==> src/verilog/uscp_pkg.sv <==
// Package of constants and types for the UART status and control block
package uscp_pkg;
    // Register byte offsets
    localparam logic [7:0] OFF_STATUS = 8'h00;
    localparam logic [7:0] OFF_CTRL1 = 8'h04;
    localparam logic [7:0] OFF_CTRL2 = 8'h08;
    localparam logic [7:0] OFF_DATA = 8'h0C;
    localparam logic [7:0] OFF_BAUD = 8'h10;
    // Status field positions
    localparam int ST_PERR = 7;
    localparam int ST_NF = 6;
    localparam int ST_FERR = 5;
    localparam int ST_OERR = 4;
    localparam int ST_RIDLE = 3;
    localparam int ST_RXIF = 2;
    localparam int ST_TIDLE = 1;
    localparam int ST_TXIF = 0;
    // Control one field positions
    localparam int CR1_PEN = 7;
    localparam int CR1_LEN9 = 6;
    localparam int CR1_PAREN = 5;
    localparam int CR1_ODD = 4;
    localparam int CR1_STOP2 = 3;
    localparam int CR1_BRK = 2;
    localparam int CR1_RX8 = 1;
    localparam int CR1_TX8 = 0;
    // Control two field positions
    localparam int CR2_TXEN = 7;
    localparam int CR2_RXEN = 6;
    localparam int CR2_BRGH = 5;
    localparam int CR2_RIE = 2;
    // Reset values and masks
    localparam logic [7:0] ST_RST = 8'h0B;
    localparam logic [7:0] ERR_MASK = 8'hF0;
    localparam logic [7:0] RXA_MASK = 8'h04;
    localparam logic [7:0] TXS_MASK = 8'h03;
    localparam logic [1:0] RESP_OKAY = 2'h0;
    localparam logic [1:0] RESP_SLVERR = 2'h2;
    // Timing in bit times and clocks per bit
    localparam logic [3:0] BRK_BITS = 4'hD;
    localparam logic [6:0] MUL_LO = 7'h40;
    localparam logic [6:0] MUL_HI = 7'h10;

    typedef enum logic [2:0] {TX_IDLE, TX_START, TX_DATA, TX_PAR, TX_STOP, TX_BRK} uscp_tx_t;
    typedef enum logic [2:0] {RX_IDLE, RX_START, RX_DATA, RX_PAR, RX_STOP} uscp_rx_t;

    typedef struct packed {
        logic awg, wg, wst, awready, wready, bvalid, arready, rvalid;
        logic [1:0] bresp, rresp;
        logic [7:0] awa, wd, rdata;
        logic [7:0] status, seen, ctrl1, ctrl2, baud, rx_data;
        logic [8:0] tx_hold, tx_sh, rx_sh;
        logic tx_full, tx_par, tx_line, tx_oe, rx_prev, rx_noise, rx_perr, rx_irq;
        uscp_tx_t txs;
        uscp_rx_t rxs;
        logic [13:0] tx_cnt, rx_cnt;
        logic [3:0] tx_idx, rx_idx, brk_n;
    } uscp_state_t;
endpackage

==> src/verilog/uscp_top.sv <==
// UART status flags, primary control, frame engines and AXI4-Lite registers
// Overview of operation
// - Status flags read-only, reset to 0x0B
// - Parity mismatch sets bit 7, cleared by sequence
// - Noise sets bit 6 with receive-available, not overrun
// - Framing error sets bit 5, cleared by sequence
// - Overrun sets bit 4, blocks further transfers
// - Receiver-idle low from start to stop
// - Word transfer sets bit 2, errors, interrupt
// - Receive-available clears after status then data read
// - Transmitter-idle when empty, nothing sending, line high
// - Transmitter-idle clears by status read, data write
// - Transmit-empty sets on shifter load, clears by sequence
// - Enabling transmitter sets transmit-empty
// - Port enable low floats the serial output pin
// - Disable empties buffer, resets baud counters
// - Disable clears enables, break, flags; sets idles
// - Disable aborts transfers; re-enable keeps configuration
// - Bit 6 selects eight or nine data bits
// - Bit 5 enables parity generation and checking
// - Bit 4 selects even or odd parity
// - Bit 3 selects one or two stop bits
// - Break after buffered data, low thirteen bits minimum
// - Ninth received bit read-only, ninth transmit write-only
// - Data bits shifted least significant first
//
// The AXI4-Lite interface to the registers and the placing of the registers were decided locally.
`timescale 1ns/10ps
module uscp_top
    import uscp_pkg::*;
#(
    parameter int ADDR_W = 8
) (
    // Clock and reset
    input wire logic aclk,
    input wire logic aresetn,
    // AXI4-Lite write
    input wire logic [ADDR_W-1:0] awaddr,
    input wire logic awvalid,
    output logic awready,
    input wire logic [31:0] wdata,
    input wire logic [3:0] wstrb,
    input wire logic wvalid,
    output logic wready,
    output logic [1:0] bresp,
    output logic bvalid,
    input wire logic bready,
    // AXI4-Lite read
    input wire logic [ADDR_W-1:0] araddr,
    input wire logic arvalid,
    output logic arready,
    output logic [31:0] rdata,
    output logic [1:0] rresp,
    output logic rvalid,
    input wire logic rready,
    // Serial pins
    input wire logic serial_in_pin,
    output logic serial_out_pin,
    output logic serial_out_oe,
    // Receive event when receiver interrupts are enabled
    output logic rx_event
);

    uscp_state_t s_r;
    uscp_state_t s_nxt;
    logic [13:0] per;
    logic len9;
    logic [3:0] last_idx;
    logic [8:0] rx_word;

    // Cycles per bit minus one; max 64 * 256 - 1 fits 14 bits
    function automatic logic [13:0] bit_per(input logic [7:0] b, input logic hi);
        logic [14:0] p;
        p = 15'((hi ? MUL_HI : MUL_LO) * ({7'h00, b} + 15'h1));
        return 14'(p - 15'h1);
    endfunction

    function automatic logic par_bit(input logic [8:0] d, input logic l9, input logic odd);
        return ^{d[8] & l9, d[7:0]} ^ odd;
    endfunction

    function automatic logic is_mapped(input logic [ADDR_W-1:0] a);
        return a == ADDR_W'(OFF_STATUS) || a == ADDR_W'(OFF_CTRL1) ||
            a == ADDR_W'(OFF_CTRL2) || a == ADDR_W'(OFF_DATA) || a == ADDR_W'(OFF_BAUD);
    endfunction

    assign per = bit_per(s_r.baud, s_r.ctrl2[CR2_BRGH]);
    assign len9 = s_r.ctrl1[CR1_LEN9];
    assign last_idx = len9 ? 4'h8 : 4'h7;
    assign rx_word = len9 ? s_r.rx_sh : {1'b0, s_r.rx_sh[8:1]};

    always_comb begin
        logic dw;
        dw = 1'b0;
        s_nxt = s_r;
        s_nxt.rx_irq = 1'b0;
        // Write address and data are taken in either order
        if (awvalid && s_r.awready) begin
            s_nxt.awg = 1'b1;
            s_nxt.awa = awaddr[7:0];
        end
        if (wvalid && s_r.wready) begin
            s_nxt.wg = 1'b1;
            s_nxt.wd = wdata[7:0];
            s_nxt.wst = wstrb[0];
        end
        if (s_r.bvalid && bready) begin
            s_nxt.bvalid = 1'b0;
        end
        if (s_nxt.awg && s_nxt.wg && !s_r.bvalid) begin
            s_nxt.awg = 1'b0;
            s_nxt.wg = 1'b0;
            s_nxt.bvalid = 1'b1;
            s_nxt.bresp = is_mapped(ADDR_W'(s_nxt.awa)) ? RESP_OKAY : RESP_SLVERR;
            if (s_nxt.wst) begin
                case (s_nxt.awa)
                    OFF_CTRL1: begin
                        s_nxt.ctrl1 = {s_nxt.wd[7:2], s_r.ctrl1[CR1_RX8], s_nxt.wd[0]};
                    end
                    OFF_CTRL2: begin
                        if (s_nxt.wd[CR2_TXEN] && !s_r.ctrl2[CR2_TXEN]) begin
                            s_nxt.status[ST_TXIF] = 1'b1;
                        end
                        s_nxt.ctrl2 = s_nxt.wd;
                    end
                    OFF_DATA: begin
                        dw = 1'b1;
                        s_nxt.tx_hold = {s_r.ctrl1[CR1_TX8], s_nxt.wd};
                        s_nxt.tx_full = 1'b1;
                        s_nxt.status = s_nxt.status & ~(s_r.seen & (TXS_MASK | ERR_MASK));
                        s_nxt.seen = 8'h00;
                    end
                    OFF_BAUD: begin
                        s_nxt.baud = s_nxt.wd;
                    end
                    default: begin
                        // Status is read-only; writes are dropped
                    end
                endcase
            end
        end
        if (s_r.rvalid && rready) begin
            s_nxt.rvalid = 1'b0;
        end
        if (arvalid && s_r.arready) begin
            s_nxt.rvalid = 1'b1;
            s_nxt.rresp = is_mapped(araddr) ? RESP_OKAY : RESP_SLVERR;
            s_nxt.rdata = 8'h00;
            case (araddr[7:0])
                OFF_STATUS: begin
                    s_nxt.rdata = s_r.status;
                    s_nxt.seen = s_r.status;
                end
                OFF_CTRL1: begin
                    s_nxt.rdata = {s_r.ctrl1[7:1], 1'b0};
                end
                OFF_CTRL2: begin
                    s_nxt.rdata = s_r.ctrl2;
                end
                OFF_DATA: begin
                    s_nxt.rdata = s_r.rx_data;
                    // Single holding register; a read empties it only if status was read first
                    s_nxt.status = s_nxt.status & ~(s_r.seen & (RXA_MASK | ERR_MASK));
                    s_nxt.seen = 8'h00;
                end
                OFF_BAUD: begin
                    s_nxt.rdata = s_r.baud;
                end
                default: begin
                    s_nxt.rdata = 8'h00;
                end
            endcase
        end

        // Transmit engine runs after the bus so its flag sets win
        if (s_r.txs != TX_IDLE && s_r.tx_cnt != 14'h0) begin
            s_nxt.tx_cnt = 14'(s_r.tx_cnt - 14'h1);
        end else begin
            unique case (s_r.txs)
                TX_IDLE: begin
                    s_nxt.tx_line = 1'b1;
                    if (s_r.tx_full && s_r.ctrl2[CR2_TXEN]) begin
                        s_nxt.tx_sh = s_r.tx_hold;
                        s_nxt.tx_par = par_bit(s_r.tx_hold, len9, s_r.ctrl1[CR1_ODD]);
                        s_nxt.tx_full = dw;
                        s_nxt.status[ST_TXIF] = 1'b1;
                        s_nxt.txs = TX_START;
                        s_nxt.tx_cnt = per;
                        s_nxt.tx_line = 1'b0;
                    end else if (s_r.ctrl1[CR1_BRK] && s_r.ctrl2[CR2_TXEN]) begin
                        // Queued data always goes before the break
                        s_nxt.txs = TX_BRK;
                        s_nxt.brk_n = 4'h0;
                        s_nxt.tx_cnt = per;
                        s_nxt.tx_line = 1'b0;
                    end
                end
                TX_START: begin
                    s_nxt.txs = TX_DATA;
                    s_nxt.tx_idx = 4'h0;
                    s_nxt.tx_cnt = per;
                    s_nxt.tx_line = s_r.tx_sh[0];
                end
                TX_DATA: begin
                    s_nxt.tx_cnt = per;
                    s_nxt.tx_idx = 4'(s_r.tx_idx + 4'h1);
                    s_nxt.tx_sh = s_r.tx_sh >> 1;
                    s_nxt.tx_line = s_r.tx_sh[1];
                    if (s_r.tx_idx == last_idx) begin
                        s_nxt.tx_idx = 4'h0;
                        s_nxt.txs = s_r.ctrl1[CR1_PAREN] ? TX_PAR : TX_STOP;
                        s_nxt.tx_line = s_r.ctrl1[CR1_PAREN] ? s_r.tx_par : 1'b1;
                    end
                end
                TX_PAR: begin
                    s_nxt.txs = TX_STOP;
                    s_nxt.tx_cnt = per;
                    s_nxt.tx_line = 1'b1;
                end
                TX_STOP: begin
                    s_nxt.tx_cnt = per;
                    if (s_r.ctrl1[CR1_STOP2] && s_r.tx_idx == 4'h0) begin
                        s_nxt.tx_idx = 4'h1;
                    end else begin
                        s_nxt.txs = TX_IDLE;
                    end
                end
                TX_BRK: begin
                    s_nxt.tx_cnt = per;
                    if (s_r.brk_n != 4'(BRK_BITS - 4'h1)) begin
                        s_nxt.brk_n = 4'(s_r.brk_n + 4'h1);
                    end else if (!s_r.ctrl1[CR1_BRK]) begin
                        s_nxt.txs = TX_IDLE;
                        s_nxt.tx_line = 1'b1;
                    end
                end
            endcase
        end
        if (!s_r.ctrl2[CR2_TXEN]) begin
            s_nxt.txs = TX_IDLE;
            s_nxt.tx_line = 1'b1;
        end
        if (s_nxt.status[ST_TXIF] && s_nxt.txs == TX_IDLE && !s_nxt.tx_full &&
            !s_r.ctrl1[CR1_BRK]) begin
            s_nxt.status[ST_TIDLE] = 1'b1;
        end

        // Receive engine; a one-cycle change around the sample point counts as noise
        s_nxt.rx_prev = serial_in_pin;
        if (s_r.rxs == RX_IDLE) begin
            if (s_r.ctrl2[CR2_RXEN] && !serial_in_pin) begin
                s_nxt.rxs = RX_START;
                s_nxt.rx_cnt = per >> 1;
                s_nxt.rx_noise = 1'b0;
                s_nxt.rx_perr = 1'b0;
                s_nxt.status[ST_RIDLE] = 1'b0;
            end
        end else if (s_r.rx_cnt != 14'h0) begin
            s_nxt.rx_cnt = 14'(s_r.rx_cnt - 14'h1);
        end else begin
            s_nxt.rx_cnt = per;
            if (serial_in_pin != s_r.rx_prev) begin
                s_nxt.rx_noise = 1'b1;
            end
            unique case (s_r.rxs)
                RX_START: begin
                    // A start bit gone high by mid-bit was a glitch
                    s_nxt.rxs = serial_in_pin ? RX_IDLE : RX_DATA;
                    s_nxt.status[ST_RIDLE] = serial_in_pin;
                    s_nxt.rx_idx = 4'h0;
                end
                RX_DATA: begin
                    s_nxt.rx_sh = {serial_in_pin, s_r.rx_sh[8:1]};
                    s_nxt.rx_idx = 4'(s_r.rx_idx + 4'h1);
                    if (s_r.rx_idx == last_idx) begin
                        s_nxt.rxs = s_r.ctrl1[CR1_PAREN] ? RX_PAR : RX_STOP;
                    end
                end
                RX_PAR: begin
                    s_nxt.rx_perr = serial_in_pin !=
                        par_bit(rx_word, len9, s_r.ctrl1[CR1_ODD]);
                    s_nxt.rxs = RX_STOP;
                end
                RX_STOP: begin
                    s_nxt.rxs = RX_IDLE;
                    s_nxt.status[ST_RIDLE] = 1'b1;
                    if (s_nxt.status[ST_OERR] || s_nxt.status[ST_RXIF]) begin
                        s_nxt.status[ST_OERR] = 1'b1;
                    end else begin
                        s_nxt.rx_data = rx_word[7:0];
                        s_nxt.ctrl1[CR1_RX8] = rx_word[8];
                        s_nxt.status[ST_RXIF] = 1'b1;
                        s_nxt.status[ST_NF] = s_nxt.status[ST_NF] | s_nxt.rx_noise;
                        s_nxt.status[ST_FERR] = s_nxt.status[ST_FERR] | !serial_in_pin;
                        s_nxt.status[ST_PERR] = s_nxt.status[ST_PERR] |
                            (s_nxt.rx_perr & s_r.ctrl1[CR1_PAREN]);
                        s_nxt.rx_irq = s_r.ctrl2[CR2_RIE];
                    end
                end
                default: begin
                    s_nxt.rxs = RX_IDLE;
                end
            endcase
        end
        if (!s_r.ctrl2[CR2_RXEN]) begin
            s_nxt.rxs = RX_IDLE;
            s_nxt.status[ST_RIDLE] = 1'b1;
        end

        // Port disable overrides all; other settings survive for re-enable
        if (!s_r.ctrl1[CR1_PEN]) begin
            s_nxt.ctrl2[CR2_TXEN] = 1'b0;
            s_nxt.ctrl2[CR2_RXEN] = 1'b0;
            s_nxt.ctrl1[CR1_BRK] = 1'b0;
            s_nxt.status = ST_RST;
            s_nxt.seen = 8'h00;
            s_nxt.tx_full = 1'b0;
            s_nxt.tx_cnt = 14'h0;
            s_nxt.rx_cnt = 14'h0;
            s_nxt.txs = TX_IDLE;
            s_nxt.rxs = RX_IDLE;
            s_nxt.tx_line = 1'b1;
            s_nxt.rx_irq = 1'b0;
        end
        s_nxt.tx_oe = s_nxt.ctrl1[CR1_PEN] & s_nxt.ctrl2[CR2_TXEN];
        s_nxt.awready = !s_nxt.awg && !s_nxt.bvalid;
        s_nxt.wready = !s_nxt.wg && !s_nxt.bvalid;
        s_nxt.arready = !s_nxt.rvalid;
    end

    always_ff @(posedge aclk) begin
        if (!aresetn) begin
            s_r <= '0;
            s_r.status <= ST_RST;
            s_r.tx_line <= 1'b1;
        end else begin
            s_r <= s_nxt;
        end
    end

    assign awready = s_r.awready;
    assign wready = s_r.wready;
    assign bvalid = s_r.bvalid;
    assign bresp = s_r.bresp;
    assign arready = s_r.arready;
    assign rvalid = s_r.rvalid;
    assign rresp = s_r.rresp;
    assign rdata = {24'h000000, s_r.rdata};
    assign serial_out_pin = s_r.tx_line;
    assign serial_out_oe = s_r.tx_oe;
    assign rx_event = s_r.rx_irq;
endmodule // uscp_top
==> config.mk <==
export PLATFORM = sky130hd
export DESIGN_NAME = uscp_top
export DESIGN_NICKNAME = d
export VERILOG_FILES = /design/src/verilog/uscp_pkg.sv /design/src/verilog/uscp_top.sv
export SDC_FILE = /design/constraint.sdc
export NUM_CORES = 1
export LEC_CHECK = 0
export ABC_AREA = 1
export BUFFER_PORTS_ARGS = -buffer_cell sky130_fd_sc_hd__buf_2
export CAP_MARGIN = 5
export CORE_MARGIN = 4
export CORE_UTILIZATION = 50
export CTS_BUF_LIST = sky130_fd_sc_hd__clkbuf_4
export CTS_CLUSTER_DIAMETER = 40
export DETAILED_ROUTE_END_ITERATION = 12
export HOLD_SLACK_MARGIN = 0.02
export PLACE_DENSITY = 0.8
export SLEW_MARGIN = 30
export SYNTH_ARGS = -nofsm -noshare
export SYNTH_HDL_FRONTEND = slang
export SYNTH_SLANG_ARGS = --single-unit
==> constraint.sdc <==
create_clock -name aclk -period 6.8 [get_ports aclk]
set_input_delay 1.36 -clock aclk [delete_from_list [all_inputs] [get_ports aclk]]
set_output_delay 1.36 -clock aclk [all_outputs]
set_load 0.02 [all_outputs]
==> impl_metrics.ini <==
[layout]
most_flops_register = s_r
flip_flop_count_of_the_largest_register_all_copies_and_words_added = 143
fillcell_total = 1703
drive_gt1_frac = 0.0957
stdcell_count = 1578
layout.nets = 1430
layout.core_utilization = 0.538
layout_overhead_on_the_synthesized_area_pct = 5.78

[worst_setup_path]
slowest_stage_delay_on_critical_path_ns = 0.52
worst_r2r_startpoint = s_r[102]
reg2reg_slack_ns = 2.83
cp-startpoint = s_r[102]
critical_path.most_common_cell = sky130_fd_sc_hd__nand2_1
critPathRequiredTime_ns = 7.25
setup.worst_path.end_class = flop
cp_max_fo = 15
worstPathCellList = inv_1, nand2_1, fa_1, inv_1, ha_1, ha_1, ha_1, fa_1, nand3_1, nand2_1, nand2_1, nand2_1, nand2_1, nand2_1, or2_2, nand4_1, nand2_1, o21ai_0, a21oi_1
worst-setup-path-type = reg2reg
crit_path_top_delay_cell = sky130_fd_sc_hd__fa_1
arrival_worst_endpoint_ns = 4.42
startpoint_type = flop

[synth]
synthesis.area_um2 = 9140
yosys_warning_count = 0
primary_flip_flop_cell_chosen_by_synthesis_mapping = sky130_fd_sc_hd__dfxtp_1
async_reset_ff_frac = 0
synthCells = 1314
synthDistinctLibCells = 48
synth_largest_area_cell = sky130_fd_sc_hd__dfxtp_1
netlist.area_leader.share = 0.355
number_of_enable_type_register_cells_in_the_synthesized_netlist = 0
ys_top_cells_by_count = sky130_fd_sc_hd__nand2_1, sky130_fd_sc_hd__inv_1, sky130_fd_sc_hd__dfxtp_1, sky130_fd_sc_hd__nor2_1, sky130_fd_sc_hd__a21oi_1
synth.avg_cell_area_um2 = 6.95
synth-seq-cells = 162
synth.yosys.seq_area_share = 0.355
synth.area.top_cells = sky130_fd_sc_hd__dfxtp_1, sky130_fd_sc_hd__nand2_1, sky130_fd_sc_hd__inv_1
yosysMostFrequentCell = sky130_fd_sc_hd__nand2_1

[grt]
grt_antenna_before_repair = 1
grt.total_usage = 0.207
grt_first_pass_wirelength_mm = 35.0
grt_pass1_vias = 7480
grt_max_degree = 55
gr-total-overflow = 0

[clock_tree]
cts_sinks = 162
cts_hold_buf = 0
cts_tree = built
numCtsBuffers = 17
cts_htree_levels = 4
cts_buffer_depth = 2
worst_skew_pair.late_latency_ns = 0.58
postCtsResizedCells = 0
postCtsSetupRepairBufs = 0
root_buffer = sky130_fd_sc_hd__clkbuf_4
worst_setup_hold_path_clk_slew_ns = 0.14

[run_status]
outcome = finished, final reports clean

[pwr]
pwr-share-comb = 0.073
clockPowerShare = 0.371
p_sw_uw = 471
power.density_nw_per_um2 = 180
sw_frac = 0.270
leakage_nw = 4.32
vdd.ir_drop.worst_uv = 145
totalPowerFinal_mw = 1.74
p_seq_frac = 0.556
cell_internal_pwr_mw = 1.27

[sta]
post-route-min-period_ns = 3.97
fin_hold_ws_ns = 0.469
setup_total_negative_slack_ns = 0
finClkSkew_ns = 0.0261
setup_viol = 0
fin_crit_sh = 0.583
fmax_mhz = 252
grt_setup_unrepaired = no
hold_viol_final = 0
timing_worst_slew_pin_value_ns = 0.814
timing.max_slew.rel_slack = 0.455
timing.final.max_slew_violations = 0

[floorplanning]
fp.dieH_um = 143
core-area_um2 = 18000
num_io_pins = 104
die_area_um2 = 20500
initial_util = 0.509
std_cell_rows = 49
die_width_um = 143

[drt]
detail_route.iter0.violations = 702
sum_of_routed_wire_length_over_all_layers_mm = 21.0
vias_per_cell = 5.31
wl_per_cell_um = 13.3
ant_nets = 0
drcViolationCount = 0
first_pass_iters = 5
num_vias = 8379

[place]
place_hpwl_mm = 15.4
place.port_buffers = 50
gpl.final_weighted_congestion = 0.874
placedCellCount = 1545

[worst_hold_path]
hp-start = s_r[113]
min_path_type = reg2reg

[flow_run]
cap_viol_max_count = 0
==> stage by stage <==
stage	worst slack, ns	area (um^2)
6_report	2.83	9670
5_1_grt	2.45	9670
4_1_cts	2.83	9660
3_5_place_dp	2.87	9340
2_1_floorplan	3.02	9230
3_3_place_gp	2.92	9340
==> final timing paths <==
| check | endpoint | cells after the start |
|---|---|---|
| max | s_r[25] | 19 |
| min | s_r[113] | 2 |
| max reg2reg | s_r[25] | 19 |
| min reg2reg | s_r[113] | 2 |
==> cell usage in the layout (no fill, tap or decap), drive strengths merged, types with 26 or more instances in the layout <==
cell type,Yosys,routed
a21oi,111,111
buf,53,55
conb,1,26
dfxtp,162,162
ha,31,31
inv,196,204
nand2,248,248
nand3,60,60
nor2,144,144
o21ai,106,106
xor2,29,29
==> routing by layer <==
metal  GRT usage  wire [um]  part of all wire  vias up
met5           0          0                 0        -
met3      0.0439       1300             0.062       31
li1            -          -                 -     4273
met1       0.279       9650              0.46     3814
met2       0.338       9620              0.46      261
met4      0.0585        379             0.018        0
==> final cells by class <==
type | instances | area (um^2) | share of cell area
Multi-Input combinational cell | 901 | 4780 | 0.494
Sequential cell | 162 | 3240 | 0.335
Inverter | 198 | 743 | 0.0769
Timing Repair Buffer | 55 | 288 | 0.0298
Tap cell | 229 | 287 | 0.0296
Clock inverter | 14 | 189 | 0.0195
Clock buffer | 18 | 135 | 0.0140
Antenna cell | 1 | 2.50 | 0.000259
==> cell families after synthesis <==
group / count (synthesis) / share of synthesized area
AO/OA/AOI/OAI: 286 / 0.176
XOR/XNOR: 44 / 0.0422
adder cells (fa/ha/maj): 35 / 0.0512
buffers and inverters: 276 / 0.132
flip-flops: 162 / 0.355
other: 1 / 0.000410
AND/OR/NAND/NOR: 510 / 0.242
==> worst max-delay path: cells and delay by family, from the launching register on <==
kind	cells	cell delay, ns
fa+ha+maj	5	1.74
simple gates	10	1.01
flops	1	0.42
buf+inv	2	0.42
compound gates	2	0.26
==> power by group through the flow <==
stage / Combinational (mW) / Sequential, mW / Clock (mW)
after floorplan: 0.104 / 0.990 / 0
after global placement: 0.125 / 0.988 / 0
after detailed placement: 0.127 / 0.988 / 0
after CTS: 0.128 / 0.967 / 0.658
after global routing: 0.145 / 0.969 / 0.703
final: 0.128 / 0.967 / 0.646
No activity file was read; power rests on OpenSTA's default activity.
